File: src/core/alhp_pkg.sv
package alhp_pkg;

	// Master clock rate the bit timing is built for
	localparam int unsigned CLK_HZ = 20_000_000;

	// Configuration word: reset value and writable bits
	localparam logic [15:0] CFG_RESET = 16'h0020;
	localparam logic [15:0] CFG_MASK = 16'h7fff;

	// Configuration bit positions
	localparam int CFG_RX1_RATE = 0;
	localparam int CFG_LBL_CMP = 1;
	localparam int CFG_RX1_RECOG = 2;
	localparam int CFG_RX2_RECOG = 3;
	localparam int CFG_PAR32 = 4;
	localparam int CFG_NORMAL = 5;
	localparam int CFG_RX1_SDI_EN = 6;
	localparam int CFG_RX1_SDI_LO = 7;
	localparam int CFG_RX2_SDI_EN = 9;
	localparam int CFG_RX2_SDI_LO = 10;
	localparam int CFG_TX_EVEN = 12;
	localparam int CFG_TX_RATE = 13;
	localparam int CFG_RX2_RATE = 14;

	// Status word padding above the nine flags
	localparam int STAT_PAD_W = 7;

	// Label memories: two receivers, sixteen labels each
	localparam int NUM_RX = 2;
	localparam int NUM_LABELS = 16;

	// Host access latencies in clock cycles after sampling
	localparam logic [2:0] LAT_CTRL_RD = 3'h1;
	localparam logic [2:0] LAT_DATA_RD = 3'h6;
	localparam logic [2:0] LAT_WR = 3'h2;

	// Host request target
	typedef enum logic [1:0] {
		KIND_CTRL,
		KIND_DATA,
		KIND_LABEL
	} alhp_kind_t;

	// Host handshake states
	typedef enum logic [1:0] {
		H_IDLE,
		H_BUSY,
		H_DONE
	} alhp_hstate_t;

	// FIFO flags in status bit order, bit 0 last
	typedef struct packed {
		logic tx_half;
		logic tx_full;
		logic tx_empty;
		logic rx2_full;
		logic rx2_half;
		logic rx2_empty;
		logic rx1_full;
		logic rx1_half;
		logic rx1_empty;
	} alhp_flags_t;

	// Header of a received word: SDI is ARINC bits 10:9
	typedef struct packed {
		logic [1:0] sdi;
		logic [7:0] label;
	} alhp_rx_word_t;

	// Channel settings decoded from the configuration word
	typedef struct packed {
		logic rx1_slow;
		logic rx2_slow;
		logic tx_slow;
		logic par32;
		logic tx_even;
		logic loopback;
	} alhp_chan_ctrl_t;

	// Whole state of the port
	typedef struct packed {
		logic [15:0] cfg;
		alhp_flags_t stat;
		logic [NUM_RX-1:0][NUM_LABELS-1:0][7:0] labels;
		logic [NUM_RX-1:0][3:0] wptr;
		logic [NUM_RX-1:0][3:0] rptr;
		logic [NUM_RX-1:0] ld_prev;
		logic [NUM_RX-1:0] rd_prev;
		logic [15:0] dout;
		logic doe_low;
		alhp_hstate_t hst;
		logic [2:0] cnt;
		alhp_kind_t kind;
		logic wr;
		logic [4:0] addr;
		logic [31:0] wdata;
		logic [31:0] rdata;
		logic rvalid;
		logic txw;
	} alhp_state_t;

endpackage

File: src/core/alhp_legacy_port.sv
////////////////////////////////////////////////////////////////////////////////
// Contract
// - Legacy mode fixes two receivers and one transmitter, not configurable.
// - Config word loads bits 14:0 from data bus while load strobe low; bit 15 stays zero.
// - Select high with read strobe low drives config word onto bus.
// - Select low with read strobe low drives status word onto bus.
// - Bits 0, 14, 13 pick rx1, rx2, tx rate: 0 fast, 1 slow.
// - Bit 1 enables label compare; sixteen labels loaded and read per receiver.
// - Bits 2 and 3 enable label recognition for receiver one and two.
// - Bit 4 makes the 32nd word bit parity instead of data.
// - Bit 5 resets high; low loops transmitter outputs into receivers.
// - Bit 6 makes receiver one require SDI equal to bits 8:7.
// - Bit 9 makes receiver two require SDI equal to bits 11:10.
// - Bit 12 picks transmitter parity: 0 odd, 1 even.
// - Status bits 0..2 show receiver one FIFO empty, half, full.
// - Status bits 3..5 show receiver two FIFO empty, half, full.
// - Status bits 6..8 show transmitter FIFO empty, full, half.
// - Host requests are sampled on the single master clock.
// - Config or status read data valid one cycle after sampling.
// - Data or label read data valid six cycles after sampling.
// - Writes complete two cycles after the request is sampled.
module alhp_legacy_port (
	// Clock and reset
	input wire logic mclk,
	input wire logic reset,
	// Legacy strobes
	input wire logic cfg_load_low,
	input wire logic register_select,
	input wire logic read_strobe_low,
	input wire logic label_load_rx_one_low,
	input wire logic label_load_rx_two_low,
	input wire logic label_read_rx_one_low,
	input wire logic label_read_rx_two_low,
	// Legacy data bus, split
	input wire logic [15:0] data_in,
	output logic [15:0] data_out,
	output logic data_oe_low,
	// FIFO flags
	input alhp_pkg::alhp_flags_t fifo_flags,
	// Receiver word filtering
	input alhp_pkg::alhp_rx_word_t rx_one_word,
	input alhp_pkg::alhp_rx_word_t rx_two_word,
	output logic rx_one_accept,
	output logic rx_two_accept,
	// Serial lines and loopback
	input wire logic [1:0] tx_line,
	input wire logic [1:0] rx_one_line,
	input wire logic [1:0] rx_two_line,
	output logic [1:0] rx_one_line_int,
	output logic [1:0] rx_two_line_int,
	// Channel settings
	output alhp_pkg::alhp_chan_ctrl_t chan_ctrl,
	// Host request port
	input wire logic host_rd,
	input wire logic host_wr,
	input alhp_pkg::alhp_kind_t host_kind,
	input wire logic [4:0] host_addr,
	input wire logic [31:0] host_wdata,
	input wire logic [31:0] host_ext_rdata,
	output logic host_stall,
	output logic [31:0] host_rdata,
	output logic host_rd_valid,
	// Transmit data write
	output logic tx_data_wr,
	output logic [31:0] tx_data
);

	alhp_pkg::alhp_state_t s_reg;
	alhp_pkg::alhp_state_t s_next;
	logic [1:0] ld_now;
	logic [1:0] rd_now;
	logic [1:0] hit;
	alhp_pkg::alhp_rx_word_t words [2];
	logic req;

	assign ld_now = {label_load_rx_two_low, label_load_rx_one_low};
	assign rd_now = {label_read_rx_two_low, label_read_rx_one_low};
	assign words[0] = rx_one_word;
	assign words[1] = rx_two_word;
	assign req = host_rd | host_wr;

	////////////////////////////////////////////////////////////////////////////
	// Next state
	always_comb begin
		s_next = s_reg;
		s_next.rvalid = 1'b0;
		s_next.txw = 1'b0;
		s_next.stat = fifo_flags;
		s_next.ld_prev = ld_now;
		s_next.rd_prev = rd_now;
		for (int i = 0; i < alhp_pkg::NUM_RX; i++) begin
			if (!s_reg.ld_prev[i] && ld_now[i]) begin
				s_next.labels[i][s_reg.wptr[i]] = data_in[7:0];
				s_next.wptr[i] = s_reg.wptr[i] + 4'h1;
			end
			if (!s_reg.rd_prev[i] && rd_now[i]) begin
				s_next.rptr[i] = s_reg.rptr[i] + 4'h1;
			end
		end
		// Bus read, registered so the bus never glitches
		s_next.doe_low = 1'b1;
		if (!read_strobe_low) begin
			s_next.doe_low = 1'b0;
			s_next.dout = register_select ? s_reg.cfg :
				{{alhp_pkg::STAT_PAD_W{1'b0}}, s_reg.stat};
		end else if (!label_read_rx_one_low) begin
			s_next.doe_low = 1'b0;
			s_next.dout = {8'h00, s_reg.labels[0][s_reg.rptr[0]]};
		end else if (!label_read_rx_two_low) begin
			s_next.doe_low = 1'b0;
			s_next.dout = {8'h00, s_reg.labels[1][s_reg.rptr[1]]};
		end
		// Host handshake
		unique case (s_reg.hst)
			alhp_pkg::H_IDLE: begin
				if (req) begin
					s_next.hst = alhp_pkg::H_BUSY;
					s_next.kind = host_kind;
					s_next.wr = host_wr;
					s_next.addr = host_addr;
					s_next.wdata = host_wdata;
					if (host_wr) begin
						s_next.cnt = alhp_pkg::LAT_WR - 3'h1;
					end else if (host_kind == alhp_pkg::KIND_CTRL) begin
						s_next.cnt = alhp_pkg::LAT_CTRL_RD - 3'h1;
					end else begin
						s_next.cnt = alhp_pkg::LAT_DATA_RD - 3'h1;
					end
				end
			end
			alhp_pkg::H_BUSY: begin
				if (s_reg.cnt != 3'h0) begin
					s_next.cnt = s_reg.cnt - 3'h1;
				end else begin
					s_next.hst = alhp_pkg::H_DONE;
					if (s_reg.wr) begin
						unique case (s_reg.kind)
							alhp_pkg::KIND_CTRL: begin
								s_next.cfg = s_reg.wdata[15:0] &
									alhp_pkg::CFG_MASK;
							end
							alhp_pkg::KIND_DATA: begin
								s_next.txw = 1'b1;
							end
							alhp_pkg::KIND_LABEL: begin
								s_next.labels[s_reg.addr[4]][s_reg.addr[3:0]] =
									s_reg.wdata[7:0];
							end
							default: begin
							end
						endcase
					end else begin
						s_next.rvalid = 1'b1;
						unique case (s_reg.kind)
							alhp_pkg::KIND_CTRL: begin
								s_next.rdata = s_reg.addr[0] ?
									{16'h0000, s_reg.cfg} :
									{23'h000000, s_reg.stat};
							end
							alhp_pkg::KIND_DATA: begin
								s_next.rdata = host_ext_rdata;
							end
							alhp_pkg::KIND_LABEL: begin
								s_next.rdata = {24'h000000,
									s_reg.labels[s_reg.addr[4]][s_reg.addr[3:0]]};
							end
							default: begin
								s_next.rdata = 32'h00000000;
							end
						endcase
					end
				end
			end
			alhp_pkg::H_DONE: begin
				// Wait for release so a held request is not retaken
				if (!req) begin
					s_next.hst = alhp_pkg::H_IDLE;
				end
			end
		endcase
		// Legacy load wins over a host write
		if (!cfg_load_low) begin
			s_next.cfg = data_in & alhp_pkg::CFG_MASK;
		end
		// Self test bit resets to normal
		if (reset) begin
			s_next = '0;
			s_next.cfg = alhp_pkg::CFG_RESET;
			s_next.doe_low = 1'b1;
			s_next.hst = alhp_pkg::H_IDLE;
			// Strobes idle high; a low history would fake a release
			s_next.ld_prev = '1;
			s_next.rd_prev = '1;
		end
	end

	// State register
	always_ff @(posedge mclk) begin
		s_reg <= s_next;
	end

	////////////////////////////////////////////////////////////////////////////
	// Label match per receiver, all sixteen entries
	always_comb begin
		hit = 2'b00;
		for (int i = 0; i < alhp_pkg::NUM_RX; i++) begin
			for (int j = 0; j < alhp_pkg::NUM_LABELS; j++) begin
				if (s_reg.labels[i][j] == words[i].label) begin
					hit[i] = 1'b1;
				end
			end
		end
	end

	assign rx_one_accept = (!s_reg.cfg[alhp_pkg::CFG_RX1_SDI_EN] ||
		rx_one_word.sdi ==
		s_reg.cfg[alhp_pkg::CFG_RX1_SDI_LO +: 2]) &&
		(!(s_reg.cfg[alhp_pkg::CFG_LBL_CMP] &&
		s_reg.cfg[alhp_pkg::CFG_RX1_RECOG]) || hit[0]);
	assign rx_two_accept = (!s_reg.cfg[alhp_pkg::CFG_RX2_SDI_EN] ||
		rx_two_word.sdi ==
		s_reg.cfg[alhp_pkg::CFG_RX2_SDI_LO +: 2]) &&
		(!(s_reg.cfg[alhp_pkg::CFG_LBL_CMP] &&
		s_reg.cfg[alhp_pkg::CFG_RX2_RECOG]) || hit[1]);

	// Loopback when self test bit low
	assign rx_one_line_int = s_reg.cfg[alhp_pkg::CFG_NORMAL] ?
		rx_one_line : tx_line;
	assign rx_two_line_int = s_reg.cfg[alhp_pkg::CFG_NORMAL] ?
		rx_two_line : tx_line;

	assign chan_ctrl.rx1_slow = s_reg.cfg[alhp_pkg::CFG_RX1_RATE];
	assign chan_ctrl.rx2_slow = s_reg.cfg[alhp_pkg::CFG_RX2_RATE];
	assign chan_ctrl.tx_slow = s_reg.cfg[alhp_pkg::CFG_TX_RATE];
	assign chan_ctrl.par32 = s_reg.cfg[alhp_pkg::CFG_PAR32];
	assign chan_ctrl.tx_even = s_reg.cfg[alhp_pkg::CFG_TX_EVEN];
	assign chan_ctrl.loopback = !s_reg.cfg[alhp_pkg::CFG_NORMAL];

	// Outputs; stall is combinational so the first cycle already holds
	// Stall while request pending
	assign host_stall = (s_reg.hst == alhp_pkg::H_IDLE && req) ||
		s_reg.hst == alhp_pkg::H_BUSY;
	assign data_out = s_reg.dout;
	assign data_oe_low = s_reg.doe_low;
	assign host_rdata = s_reg.rdata;
	assign host_rd_valid = s_reg.rvalid;
	assign tx_data_wr = s_reg.txw;
	assign tx_data = s_reg.wdata;

	logic take;
	assign take = s_reg.hst == alhp_pkg::H_IDLE && req;
endmodule

File: config.mk
export PLATFORM = sky130hd
export DESIGN_NAME = alhp_legacy_port
export DESIGN_NICKNAME = d
export VERILOG_FILES = /design/src/core/alhp_pkg.sv /design/src/core/alhp_legacy_port.sv
export SDC_FILE = /design/constraint.sdc
export NUM_CORES = 1
export LEC_CHECK = 0
export CELL_PAD_IN_SITES_DETAIL_PLACEMENT = 0
export CELL_PAD_IN_SITES_GLOBAL_PLACEMENT = 2
export CORE_AREA = 2 2 242 244
export CTS_CLUSTER_DIAMETER = 200
export CTS_CLUSTER_SIZE = 40
export DETAILED_ROUTE_END_ITERATION = 16
export DIE_AREA = 0 0 244 246
export DONT_BUFFER_PORTS = 1
export PLACE_DENSITY_LB_ADDON = 0.1
export SETUP_SLACK_MARGIN = 0.1
export SYNTH_ARGS = -nofsm -noshare
export SYNTH_HDL_FRONTEND = slang
export SYNTH_SLANG_ARGS = --single-unit
export TNS_END_PERCENT = 1
File: constraint.sdc
create_clock -name mclk -period 5.9 [get_ports mclk]
set_input_delay 0.59 -clock mclk [delete_from_list [all_inputs] [get_ports mclk]]
set_output_delay 0.59 -clock mclk [all_outputs]
set_load 0.05 [all_outputs]
### Yosys cells after proc, flatten, opt, wreduce, memory -nomap -nowiden

Cells that the tools add are included.
W data, S select, Z words.

| operators by class | value |
|---|---|
| $add $sub $neg | 5 |
| multipliers | 0 |
| div/mod/pow operators | 0 |
| magnitude comparators | 10 |
| equality and inequality tests | 47 |
| shifts and indexed selects | 0 |
| mux-type cells | 80 |
| bitwise operators | 4 |
| reductions and logical operators | 39 |

Operators with widths:

| kind | count |
|---|---|
| $mux W256 | 4 |
| $mux W128 | 5 |
| $bwmux W128 | 2 |
| $bwmux W256 | 1 |
| $eq A8 B8 Y1 | 32 |
| $demux W128 S1 | 1 |
| $mux W15 | 7 |
| $bmux W8 S4 | 3 |
| $demux W8 S4 | 3 |
| $pmux W32 S3 | 1 |
| $mux W17 | 3 |
| $mux W8 | 6 |
| $mux W45 | 1 |
| $mux W1 | 34 |
| $lt A4 B5 Y1 const B | 5 |
| $add A4 B1 Y4 const B | 4 |
| $logic_and A1 B1 Y1 | 13 |
| $ge A4 B1 Y1 const B | 3 |
| $ne A2 B2 Y1 const B | 5 |
| $logic_not A1 Y1 | 9 |
| $mux W3 | 3 |
| $reduce_and A3 Y1 | 3 |
| $mux W2 | 4 |
| $logic_not A2 Y1 | 3 |
| 19 further kinds | 30 |

| storage, ports and cells | value |
|---|---|
| register bits after elaboration | 396 |
| latch bits | 0 |
| RAM bits | 0 |
| bits in read-only memories | 0 |
| output and inout port bits | 96 |
| word-level logic and storage cells | 244 |
| memories kept | 0 |

### Longest topological paths before layout

Gate-level depths: netlist (run 1).

| logic depth | value |
|---|---|
| depth after elaboration | 19 |
| depth in mapped cells | 10 |
| gate-level depth less buffers | 8 |

### Least setup slack after synthesis (run 1)

No wires, ideal clock.

| timing path | value |
|---|---|
| kind | input port to output port |
| from | in rx_two_word[7] (netlist name) |
| to | out rx_two_accept |
| arrival | 2618 ps |
| required time | 5310 ps |
| path slack | 2692 ps |
| stages on the path | 8 |
| path buffers | 2 |
| path through | clkbuf_1 > buf_2 > xor2_1 > nor4_1 > nand2_1 > o21ai_0 > nor4_1 > a32oi_1 |

| between the ends | value |
|---|---|
| longest elaborated chain between the ends | 19 |

RTL lines:

| what | line | RTL |
|---|---|---|
| start, declared | alhp_legacy_port.sv:42 | `input alhp_pkg::alhp_rx_word_t rx_two_word,` |
| $eq A8 B8 Y1 | alhp_legacy_port.sv:208 | `if (s_reg.labels[i][j] == words[i].label) begin` |
| $mux W1 (15 in a row) | alhp_legacy_port.sv:208 |  |
| $mux W1 * | alhp_legacy_port.sv:208 |  |
| $logic_or A1 B1 Y1 * | alhp_legacy_port.sv:224 | `s_reg.cfg[alhp_pkg::CFG_RX2_RECOG]) \|\| hit[1]);` |
| $logic_and A1 B1 Y1 * | alhp_legacy_port.sv:222 | `s_reg.cfg[alhp_pkg::CFG_RX2_SDI_LO +: 2]) &&` |
| end, declared | alhp_legacy_port.sv:44 | `output logic rx_two_accept,` |

Every way passes the cells marked *; elsewhere a longest branch is shown, timed or not.

### Worst setup path after layout (run 1)

| timing path | value |
|---|---|
| from | reg s_reg[147] (netlist name) |
| to | out rx_one_accept |

| between the ends | value |
|---|---|
| longest elaborated chain between the ends | 16 |

RTL lines:

| what | line | RTL |
|---|---|---|
| start, declared | alhp_legacy_port.sv:68 | `alhp_pkg::alhp_state_t s_reg;` |
| start signal, assigned | alhp_legacy_port.sv:199 | `s_reg <= s_next;` |
| $eq A8 B8 Y1 | alhp_legacy_port.sv:208 |  |
| $mux W1 (13 in a row) | alhp_legacy_port.sv:208 |  |
| $logic_or A1 B1 Y1 | alhp_legacy_port.sv:219 | `s_reg.cfg[alhp_pkg::CFG_RX1_RECOG]) \|\| hit[0]);` |
| $logic_and A1 B1 Y1 | alhp_legacy_port.sv:217 | `s_reg.cfg[alhp_pkg::CFG_RX1_SDI_LO +: 2]) &&` |
| end, declared | alhp_legacy_port.sv:43 | `output logic rx_one_accept,` |

No other way between the ends.

==> run summary, run 1 <==
The run finished with clean final reports. The core area came out at 57400 µm². The routed wirelength normalized by instance count is 30.3 µm. The cell count after placement is 3142. The path with the worst hold slack has its endpoint at data_out[10]$_SDFFE_PP0P_. The share of synthesized area occupied by flip-flops and latches is 31.6%. The first routing iteration left roughly 2100 violations. The relative max-transition margin is around 18%. The synthesized net count is 2842. Leaving out fill and tap cells, the most frequent cells in the layout are 382 x sky130_fd_sc_hd__dfxtp_1, 356 x sky130_fd_sc_hd__nor2_1, 350 x sky130_fd_sc_hd__mux2i_1. The final weighted congestion in routability-driven placement is 0.894. The yosys synthesis warning count came out at 0.

After floorplanning, the core was divided into 88 placement rows. The worst endpoint required time came out at around 5.3 ns. The part of the power in registers is approximately 54%. The iteration count of the initial detailed-routing pass came out at 5. The HPWL after detailed placement is 65500 µm. The measured slew at the worst slew-check pin came out at 1.22 ns. The total die area is 60000 µm².

The static leakage is 8.55 nW. The number of endpoints failing setup at the final stage is 0. The count of non-filler cells in the finished layout came out at 3159.

The largest voltage drop on the vdd net is 0.240 mV. The final critical-path setup slack is 2.26 ns. The worst reg-to-reg path cell count is 6.

The analysis attributes to net switching a power of around 2.3 mW. For the final database, setup skew stands at 0.0271 ns. The flip-flop count of the largest register, all copies and words added came out at 308. The share of flip-flops with an asynchronous set or reset is 0%. Power comes to 5.93 mW. Averaged over all synthesized cells, the footprint is 9.28 µm². Buffers inserted to repair hold after CTS numbered 0. The internal reg-to-reg setup slack is 2.78 ns.

The tree is rooted in a sky130_fd_sc_hd__clkbuf_16. The cell count after synthesis came out at 2694. The total internal power is 3.65 mW. STA classifies the critical path startpoint as a register. Relative to the synthesized area, the layout overhead comes to -0.791%. The number of antenna violations at the first check in global routing is 0. The slowest stage of the critical path is the sky130_fd_sc_hd__a32oi_1 cell. The most common cell after layout, fill and taps aside is sky130_fd_sc_hd__dfxtp_1. Summed over all layers, the global routing overflow is 0. The number of I/O pins came out at ~230. The effective utilization at floorplan is between 40% and 50%. The TritonCTS buffer count is 13. In this run, distinct cell masters in the synthesized netlist total 49.

The kind of cell with the highest combined delay along the critical path is compound AO/OA/AOI/OAI gates. TritonCTS built the clock tree. The vertical extent of the die came out at 246 µm.

The startpoint identified for the worst hold timing path is reset. The total setup buffers inserted after CTS is 0. The maximum buffer depth of the clock tree came out at 3. The placed standard-cell area is 24500 µm². Along the worst path, the maximum fanout reaches 4. The most used cell along the critical path is sky130_fd_sc_hd__nor4_1.

The worst-skew pair later-pin latency is 0.56 ns. The largest net degree at the start of global routing came out at 374. Traced cell by cell, the critical path runs through xor2_1 -> nor4_1 -> nand2_1 -> o21ai_0 -> nor4_1 -> a32oi_1.

Counting every sink on the clock net gives 395. The part of the total power dissipated in the clock network is 22.3%. The number of buffers and inverters on the critical path is 0. During placement, the flow inserted port buffers numbering 0.

The max-capacitance violation count came out at 0. The via count of the first global-routing pass came to 19100. The number of resized instances in the post-cts repair step is 0. The mapped netlist covers approximately 25000 µm². The first global-routing pass estimated between 100000 and 150000 µm of wire. The number of instances on the worst hold path is 1. STA classifies the critical path endpoint as an output port. The H-tree level count came out at 1. The number of max-slew violations in the final report is 0. The final standard cell area without fillers came out at 24800 µm².

The count of flip-flops with a built-in enable after synthesis came out at 0. The number of storage elements in the synthesis netlist came out at 395. The critical path's largest stage delay is ~1.1 ns.

The DRC violation count after routing is 0. OpenSTA, run right after detailed placement, puts the worst setup slack at 2.67 ns. The most used flip-flop cell after synthesis is sky130_fd_sc_hd__dfxtp_1.

The hold violation count in the final report came out at 0. The worst reg2reg path startpoint is s_reg[104]$_SDFFE_PP0P_. The overall global routing resource usage is 30.9%. In the final layout, the share of cells above drive strength 1 is 8.73%.

The post-layout utilization of the core came out at approximately 43%. The arrival time at the worst endpoint came out at around 3.1 ns. The worst path needs 3.64 ns of the cycle, external delays included.

The post-route fraction of the period consumed by the critical path is 61.8%. The number of nets with antenna violations after detailed routing is 0. The worst setup path is of the reg2out kind. The clock slew at the register clock pins of the worst setup and hold paths came out at 0.15 ns.

The endpoint identified for the worst register-to-register timing path is data_out[6]$_SDFFE_PP0P_. The power density over the cells is 239 nW/µm². After detailed routing, the number of vias per cell comes to 6.33.

The via count of the routed design came out at ~20000. The maximum clock rate is 274 MHz. The switching part of the total is 38.4%. Setup repair after global routing left no endpoint under its margin. The total length of routed wires came out at 95600 µm. The first element of the critical path is s_reg[147]$_SDFF_PP0_. Combinational logic burns a little under a quarter of the power. The tightest hold margin is 0.106 ns. The number of nets in the layout came out at 2540. The setup TNS is 0 ns. The classification of the worst-slack hold path is in2reg.

The horizontal extent of the die is 244 µm.
==> layer usage <==
metal  routed length, µm  track usage [%]  vias to the layer above  share of wire (%)
met5                   0                0                        -                  0
met4                2950             8.82                        0                3.1
met2               43700             48.7                      810                 46
li1                    -                -                     8983                  -
met3                6400             3.45                      121                6.7
met1               42600             44.5                    10100                 45
==> worst max path at each step <==
| stage | end | slack [ns] | depth (start not counted) |
|---|---|---|---|
| 2_1_floorplan | rx_two_accept | 2.69 | 8 |
| 3_3_place_gp | rx_one_accept | 2.62 | 6 |
| 3_5_place_dp | rx_one_accept | 2.67 | 6 |
| 4_1_cts | rx_one_accept | 2.25 | 6 |
| 5_1_grt | rx_one_accept | 2.24 | 6 |
| 6_report | rx_one_accept | 2.26 | 6 |
==> Yosys cell counts (6+ instances only) <==
library cell	instances	area share [%]
sky130_fd_sc_hd__nand4_1	36	0.90
sky130_fd_sc_hd__mux2_2	7	0.32
sky130_fd_sc_hd__a211oi_1	276	8.3
sky130_fd_sc_hd__nand3_1	16	0.32
sky130_fd_sc_hd__inv_1	11	0.17
sky130_fd_sc_hd__a22oi_1	29	0.87
sky130_fd_sc_hd__nor2b_1	27	0.68
sky130_fd_sc_hd__nor2_1	356	5.3
sky130_fd_sc_hd__nor3_1	21	0.42
sky130_fd_sc_hd__mux4_2	125	11
sky130_fd_sc_hd__a21oi_1	91	1.8
sky130_fd_sc_hd__dfxtp_1	395	32
sky130_fd_sc_hd__a22o_1	17	0.60
sky130_fd_sc_hd__buf_4	87	2.6
sky130_fd_sc_hd__ha_1	15	0.75
sky130_fd_sc_hd__o22ai_1	8	0.20
sky130_fd_sc_hd__xor2_1	136	4.8
sky130_fd_sc_hd__o21ai_0	36	0.72
sky130_fd_sc_hd__buf_1	20	0.30
sky130_fd_sc_hd__xnor2_1	136	4.8
sky130_fd_sc_hd__nor4_1	36	0.90
sky130_fd_sc_hd__nand2b_1	9	0.23
sky130_fd_sc_hd__mux2i_1	350	14
sky130_fd_sc_hd__clkbuf_1	165	2.5
sky130_fd_sc_hd__nor2_2	12	0.30
sky130_fd_sc_hd__buf_2	63	1.3
sky130_fd_sc_hd__nand2_1	166	2.5
sky130_fd_sc_hd__or2_2	6	0.15
==> cell type report <==
class,count,area (µm²)
fill,5552,32600
sequential,395,7930
timing repair buffer,23,173
multi-input combinational,1948,15400
tap,765,957
inverter,11,41.3
antenna,1,2.50
clock inverter,1,7.51
clock buffer,15,333
==> cell families (layout without fill, tap and decap cells) <==
family                   after synthesis  in the layout  share of synthesized area (%)
multiplexers                         482            482                           25.6
adder cells (fa/ha/maj)               15             15                          0.751
other                                  1              2                         0.0150
buffers and inverters                351             50                           7.04
AND/OR/NAND/NOR                      705            705                           12.4
flip-flops                           395            395                           31.6
XOR/XNOR                             272            272                           9.53
AO/OA/AOI/OAI                        473            473                           13.0
==> power by group through the flow <==
stage          Sequential [mW]  Clock, mW  Combinational, mW
5_1_grt                   3.24       1.42               1.49
3_3_place_gp              3.28          0               1.36
3_5_place_dp              3.28          0               1.38
6_report                  3.22       1.32               1.39
2_1_floorplan             2.91          0               1.48
4_1_cts                   3.22       1.35               1.38
No activity file was read; power rests on OpenSTA's default activity.
==> inputs of run 2 (changes only) <==
--- a/config.mk
+++ b/config.mk
@@ -7,11 +7,11 @@
 export LEC_CHECK = 0
 export CELL_PAD_IN_SITES_DETAIL_PLACEMENT = 0
 export CELL_PAD_IN_SITES_GLOBAL_PLACEMENT = 2
-export CORE_AREA = 2 2 242 244
+export CORE_AREA = 2 2 263 265
 export CTS_CLUSTER_DIAMETER = 200
 export CTS_CLUSTER_SIZE = 40
 export DETAILED_ROUTE_END_ITERATION = 16
-export DIE_AREA = 0 0 244 246
+export DIE_AREA = 0 0 265 267
 export DONT_BUFFER_PORTS = 1
 export PLACE_DENSITY_LB_ADDON = 0.1
 export SETUP_SLACK_MARGIN = 0.1
==> constraint.sdc (replaced) <==
create_clock -name mclk -period 2.95 [get_ports mclk]
set_input_delay 0.295 -clock mclk [delete_from_list [all_inputs] [get_ports mclk]]
set_output_delay 0.295 -clock mclk [all_outputs]
set_load 0.05 [all_outputs]
==> run 2 against run 1 <==
Compared with the run above: the flow now finishes with violations (negative hold slack); combinational power is 150% higher; clock skew increased by 0.015 ns; clock-buffer cell count is 1 lower; setup slack got worse by 2.2 ns; worst hold slack lost 0.20 ns; non-clock buffer count up 292; sequential share of layout area shrank 3.5 points; first-iteration DRC count fell by 5.3%; die area grew 18%; final area increased by 13%; sequential power is 100% higher; flip-flop and latch count did not move; critical endpoint is now rx_two_accept; largest cell class unchanged.
==> run summary, run 2 (synthesis gave the netlist of run 1 again) <==
The flow ran to the end, but the final reports show violations. The checks that failed: negative hold slack. The count of filler cells inserted in the layout came out at 6784. Counting the buffers created by CTS gives 13. The classification of the worst-slack hold path is in2reg.

STA classifies the critical path endpoint as an output port. STA classifies the critical path startpoint as a register. The initial utilization of the core area, before any placement, comes to 36.8%.

In the layout the commonest cells are 364 x sky130_fd_sc_hd__dfxtp_1, 355 x sky130_fd_sc_hd__nor2_1, 350 x sky130_fd_sc_hd__mux2i_1. The power density over the cells is 452 nW/µm². The first global-routing pass estimated 153000 µm of wire. Summed over all cells, the static leakage comes to around 10 nW.

The horizontal extent of the die came out at 265 µm. Measured along the y axis, the die boundary spans 267 µm. The worst-skew pair later-pin latency is 0.59 ns. Setup repair after global routing could not meet its margin everywhere. Headroom to the max-slew limit came out at between 20% and 30%.

The tightest hold margin is -0.0992 ns. Once detailed placement completed, the half-perimeter wirelength came to 71800 µm. The H-tree level count is 1.

For the pin with the worst max-slew slack, the measured transition is 1.19 ns. Once detail routing completed, the nets flagged for antenna violations numbered 0. The via count of the routed design came out at approximately 22000. Leaving out fill and tap cells, the most frequent cell in the layout is sky130_fd_sc_hd__dfxtp_1. The number of I/O pins is 229. In the global route stage, overall resource usage came out at 29.6%. The arrival time at the worst endpoint came out at about 2.6 ns. The worst endpoint required time came out at 2.65 ns. The final weighted congestion in routability-driven placement came out at between 0.8 and 0.9. The max-capacitance violation count came out at 0. The maximum clock rate came out at 350 MHz. Setup total negative slack on the finished layout was measured at 0 ns.

The die covers 70800 µm². The routed wirelength normalized by instance count came out at 31.0 µm. Using the TritonRoute via totals, the vias-per-cell ratio works out to 6.03. The clock tree from TritonCTS is yes.

The hold violation count in the final report came out at 102. The number of port buffers came out at 0. The clock slew at the register clock pins of the worst setup and hold paths came out at approximately 0.17 ns. The worst setup path is of the reg2out kind. The number of nets in the layout came out at approximately 2800. The maximum buffer depth of the clock tree came out at 3. The number of antenna violations at the first check in global routing is 3. The violation count after the first detailed-routing iteration came out at around 2000. For the final database, setup skew stands at between 0.04 and 0.05 ns. The total overflow reported by the global router is 0. The DRC violation count after routing came out at 0. After floorplanning, the core was sized to cover about 68000 µm². The iteration count of the initial detailed-routing pass is 5. The flip-flop count of the largest register, all copies and words added came out at 308. The number of endpoints failing setup at the final stage is 0. The number of max-slew violations in the final report is 0. The TritonCTS sink count is 395. For the finished layout, the period the worst path requires is 2.85 ns. The standard-cell row count came out at 96. Across the VDD grid, the largest voltage drop is 0.371 mV. The total length of routed wires is 111000 µm. The post-layout utilization of the core came out at 41.0%. The internal reg-to-reg setup slack is 0.15 ns. The largest net degree at the start of global routing is between 300 and 400. The final antenna diode count came out at 0. The cell sitting at the root of the clock tree is a sky130_fd_sc_hd__clkbuf_16.

The post-route fraction of the period consumed by the critical path is between 90% and 100%. The area overhead of the layout relative to synthesis is 11.6%. The fraction of layout instances using a drive strength above 1 came out at 12.1%. The via count of the first global-routing pass is 20600. The maximum fanout encountered on the critical timing path is 4.
## run 2: cell types whose count changed in the layout (fill, tap and decap cells not counted), sizes merged
cell and change:
buf +87, clkbuf -1, diode -1, dlygate4sd3 +205
## run 2: layout make-up
class | count | area, µm² | area share, %
Multi-Input combinational cell | 1948 | 15400 | 55.3
Clock inverter | 1 | 7.51 | 0.0269
Timing Repair Buffer | 315 | 3040 | 10.9
Inverter | 11 | 41.3 | 0.148
Sequential cell | 395 | 7960 | 28.5
Tap cell | 882 | 1100 | 3.96
Clock buffer | 14 | 329 | 1.18
## run 2: critical path, cell delays in order (launching register included)
cell	delay, ns
sky130_fd_sc_hd__dfxtp_1	0.47
sky130_fd_sc_hd__xor2_1	0.26
sky130_fd_sc_hd__nor4_2	0.09
sky130_fd_sc_hd__nand2_1	0.20
sky130_fd_sc_hd__o21ai_2	0.10
sky130_fd_sc_hd__nor4_1	0.33
sky130_fd_sc_hd__buf_4	0.21
sky130_fd_sc_hd__a32oi_4	0.14
sky130_fd_sc_hd__buf_6	0.19
## run 2: timing repair
action / CTS / global route
gates resized for setup: 16 / 22
setup endpoints to repair: 2 / 78
pin swaps: 3 / 5
hold endpoints to repair: 387 / 209
cloned: 0 / 0
buffers inserted: 0 / 1
hold buffers: 202 / 9
## run 2: final timing paths
kind,startpoint,to,cells past startpoint
max,s_reg[328]$_SDFF_PP0_,rx_two_accept,8
min,reset,s_reg[202]$_SDFF_PP0_,1
max reg2reg,s_reg[78]$_SDFFE_PP0P_,s_reg[223]$_SDFF_PP0_,8
min reg2reg,s_reg[241]$_SDFF_PP0_,s_reg[241]$_SDFF_PP0_,2
## run 2: stage by stage
| stage | hold WS [ns] | setup slack, ns | power, mW | cells | cell area [µm²] |
|---|---|---|---|---|---|
| floorplan | 0.402 | 0.332 | 8.78 | 2694 | 25000 |
| global placement | 0.399 | 0.226 | 9.56 | 3339 | 25300 |
| detailed placement | 0.398 | 0.220 | 9.59 | 3339 | 25300 |
| CTS | -0.216 | 0.0944 | 12.6 | 3556 | 27700 |
| global route | -0.184 | 0.0380 | 13.1 | 3566 | 27900 |
| finish | -0.0992 | 0.0962 | 12.6 | 3566 | 27900 |
## run 2: per-layer routing
layer	share of wire (%)	vias to the layer above	GRT usage, %
li1	-	9570	-
met1	43	10800	42.4
met2	46	964	47.1
met3	7.4	152	2.84
met4	3.3	0	8.69
met5	0	-	0
## run 2: where the power goes
group,switching (mW),internal (mW)
Clock,1.84,0.819
Sequential,0.894,5.59
Combinational,2.10,1.36
==> inputs of run 3 (changes only) <==
--- a/config.mk
+++ b/config.mk
@@ -5,6 +5,7 @@
 export SDC_FILE = /design/constraint.sdc
 export NUM_CORES = 1
 export LEC_CHECK = 0
+export CAP_MARGIN = 20
 export CELL_PAD_IN_SITES_DETAIL_PLACEMENT = 0
 export CELL_PAD_IN_SITES_GLOBAL_PLACEMENT = 2
 export CORE_AREA = 2 2 263 265
@@ -13,6 +14,7 @@
 export DETAILED_ROUTE_END_ITERATION = 16
 export DIE_AREA = 0 0 265 267
 export DONT_BUFFER_PORTS = 1
+export GPL_TIMING_DRIVEN = 0
 export PLACE_DENSITY_LB_ADDON = 0.1
 export SETUP_SLACK_MARGIN = 0.1
 export SYNTH_ARGS = -nofsm -noshare
==> run 3 against run 2 <==
Compared with the run above: the flow finishes with violations (negative setup slack); final area shrank 0.94%; setup slack lost 0.14 ns; flip-flop and latch count is the same; critical path depth shrank 2; clock power is essentially flat; global-route usage grew 5.9 points; sequential share of layout area grew 0.11 points; worst hold slack gained 0.13 ns; first-iteration DRC count grew 30%; register-to-register slack lost 0.07 ns; utilization shrank 0.38 points; combinational power grew 35%; critical endpoint unchanged.
==> run summary, run 3 (synthesis gave the netlist of run 1 again) <==
The run finished, with violations left. The checks that failed: negative setup slack. The max-capacitance violation count came out at 0. The effective utilization at floorplan came out at between 30 and 40%. From bottom edge to top edge, the die measures 267 µm.

For met3 alone, demand over resource in global routing was about 5.3%. The final critical-path setup slack is -0.0455 ns. The static leakage came out at a little under 10 nW. The final standard cell area without fillers came out at 27600 µm².

The total internal power is 7.67 mW. Per report_power, the sequential group accounts for 44.2% of the total. The core area came out at 68000 µm².

The total die area is 70800 µm². The flip-flop count of the largest register, all copies and words added came out at 308. The maximum clock rate is 334 MHz. The TritonCTS buffer count came out at 13. Headroom to the max-slew limit came out at 16.9%.

The total overflow reported by the global router came out at 0. The post-route fraction of the period consumed by the critical path is 102%. The via count of the first global-routing pass is 21200. The minimum setup slack after placement came out at -0.727 ns.

The most heavily used metal layer in global routing is met2. At the later pin of the worst-skew pair, clock insertion delay measures 0.59 ns. CTS built an H-tree with a depth of 1. After the first detailed-routing iteration, the DRC count stood at 2640. In the routed design, unresolved DRC markers number 0.

The number of antenna violations at the first check in global routing is 10. The critical path's largest stage delay is 0.57 ns. The number of I/O pins came out at 229. The number of max-slew violations in the final report is 0. The number of port buffers came out at 0. The total length of routed wires is 130000 µm. At the worst endpoint, the required time is 2.65 ns.

The via count of the routed design came out at 22600. The endpoint class of the critical path is an output port. For met2 alone, demand over resource in global routing was 54.8%. The maximum buffer depth of the clock tree came out at 3.

The number of vias per cell came out at 6.15. The tightest min-delay check is of the in2reg type. Global routing used 49.3% of the available met1 tracks. The part of the total power dissipated in the clock network is slightly above 20%. The most common cell after layout, fill and taps aside is sky130_fd_sc_hd__dfxtp_1. The clock slew at the register clock pins of the worst setup and hold paths is 0.16 ns.

The overall power after layout is between 10 and 15 mW. The worst hold path begins at host_wr. The iteration count of the initial detailed-routing pass came out at 5.

The setup clock skew after layout came out at approximately 0.023 ns. The maximum fanout encountered on the critical timing path came out at 10. The critical path in this run is classified as in2out. The critical path goes through clkbuf_1 -> buf_2 -> xor2_1 -> nor4_2 -> a21oi_1 -> a32oi_4. The area overhead of the layout relative to synthesis is 10.6%.

The fraction of layout instances using a drive strength above 1 came out at 13.4%. The setup TNS came out at -0.0661 ns. The horizontal extent of the die is between 200 and 300 µm.

The internal reg-to-reg setup slack came out at 0.08 ns. In this run the cell area measured after placement is 26400 µm². The arrival time at the worst endpoint is 2.70 ns.

The first-pass GRT wire length is 175000 µm. The count of filler cells inserted in the layout came out at 6886. The post-layout minimum cycle time is 3.00 ns.

The root buffer cell chosen for the clock tree is sky130_fd_sc_hd__clkbuf_16. The number of nets in the layout is 2948. The worst reg2reg path startpoint is s_reg[78]$_SDFFE_PP0P_. The standard-cell row count came out at 96. The net switching power figure came out at 5.48 mW.

The tightest hold margin came out at 0.0314 ns. The final weighted congestion in routability-driven placement is around 0.99. Across the VDD grid, the largest voltage drop is 0.438 mV. The hold violation count in the final report is 0. The number of nets with antenna violations after detailed routing came out at 0. The routed wirelength normalized by instance count is 35.2 µm. The critical path launch point type is an input port.

The overall global routing resource usage came out at 35.5%. The power density over the cells is roughly 480 nW/µm². The top cell types in the final layout, fill and taps aside, are 392 x sky130_fd_sc_hd__dfxtp_1, 353 x sky130_fd_sc_hd__nor2_1, 350 x sky130_fd_sc_hd__mux2i_1. TritonCTS built the clock tree. For the pin with the worst max-slew slack, the measured transition is 1.25 ns. The switching part of the total came out at 41.6%.

The proportion of power drawn by combinational gates is 35.4%. The worst-path cell with the longest stage delay is sky130_fd_sc_hd__a32oi_4. The TritonCTS sink count came out at approximately 400. The sum of net half-perimeters after detailed placement is just over 100000 µm. Entering global routing, the biggest net connects 41 pins. The number of endpoints failing setup at the final stage is 2.

In this run the worst setup path begins at rx_two_word[4]. Setup repair after global routing could not meet its margin everywhere.
-- run 3: timing repair --
item | 4_1_cts | 5_1_grt
buffers inserted | 0 | 1
endpoints found under the setup margin | 124 | 163
hold buffers | 74 | 0
endpoints found under the hold margin | 74 | 0
gates cloned | 0 | 0
resized for setup | 29 | 29
pin swaps | 5 | 3
-- run 3: routing by layer --
metal / wire length (µm) / share of wire (%)
met3: 9920 / 7.7
met2: 56900 / 44
met1: 56000 / 43
met5: 34 / 0.026
met4: 6650 / 5.1
-- run 3: power groups by stage --
stage	sequential (mW)	combinational, mW	clock [mW]
finish	5.82	4.66	2.67
global route	5.84	4.86	2.86
CTS	5.81	4.58	2.72
detailed placement	5.92	4.47	0
global placement	5.92	4.40	0
floorplan	5.83	2.96	0
-- run 3: final timing paths --
check	end	cells past startpoint
min reg2reg	tx_data[15]$_SDFFE_PP0P_	2
max	rx_two_accept	6
max reg2reg	s_reg[192]$_SDFF_PP0_	8
min	s_reg[76]$_SDFFE_PP0P_	3
-- run 3: cell type report --
class | count | area [µm²] | share of cell area (%)
clock inverter | 1 | 7.51 | 0.0272
multi-input combinational | 1948 | 15400 | 55.9
clock buffer | 13 | 325 | 1.18
inverter | 11 | 41.3 | 0.149
tap | 882 | 1100 | 3.99
timing repair buffer | 91 | 1040 | 3.76
buffer | 340 | 1760 | 6.38
sequential | 395 | 7910 | 28.6
antenna | 2 | 5.00 | 0.0181
-- run 3: critical path, delay by kind of cell --
family | cells | cell delay [ns]
buf+inv | 2 | 0.99
xor+xnor | 1 | 0.14
simple gates | 1 | 0.50
compound gates | 2 | 0.77
-- run 3: through the flow --
| step | instances | utilization, % |
|---|---|---|
| 2_1_floorplan | 2694 | - |
| 3_3_place_gp | 3576 | 38.4 |
| 3_5_place_dp | 3591 | 38.8 |
| 4_1_cts | 3679 | 40.5 |
| 5_1_grt | 3681 | 40.6 |
| 6_report | 3683 | 40.7 |
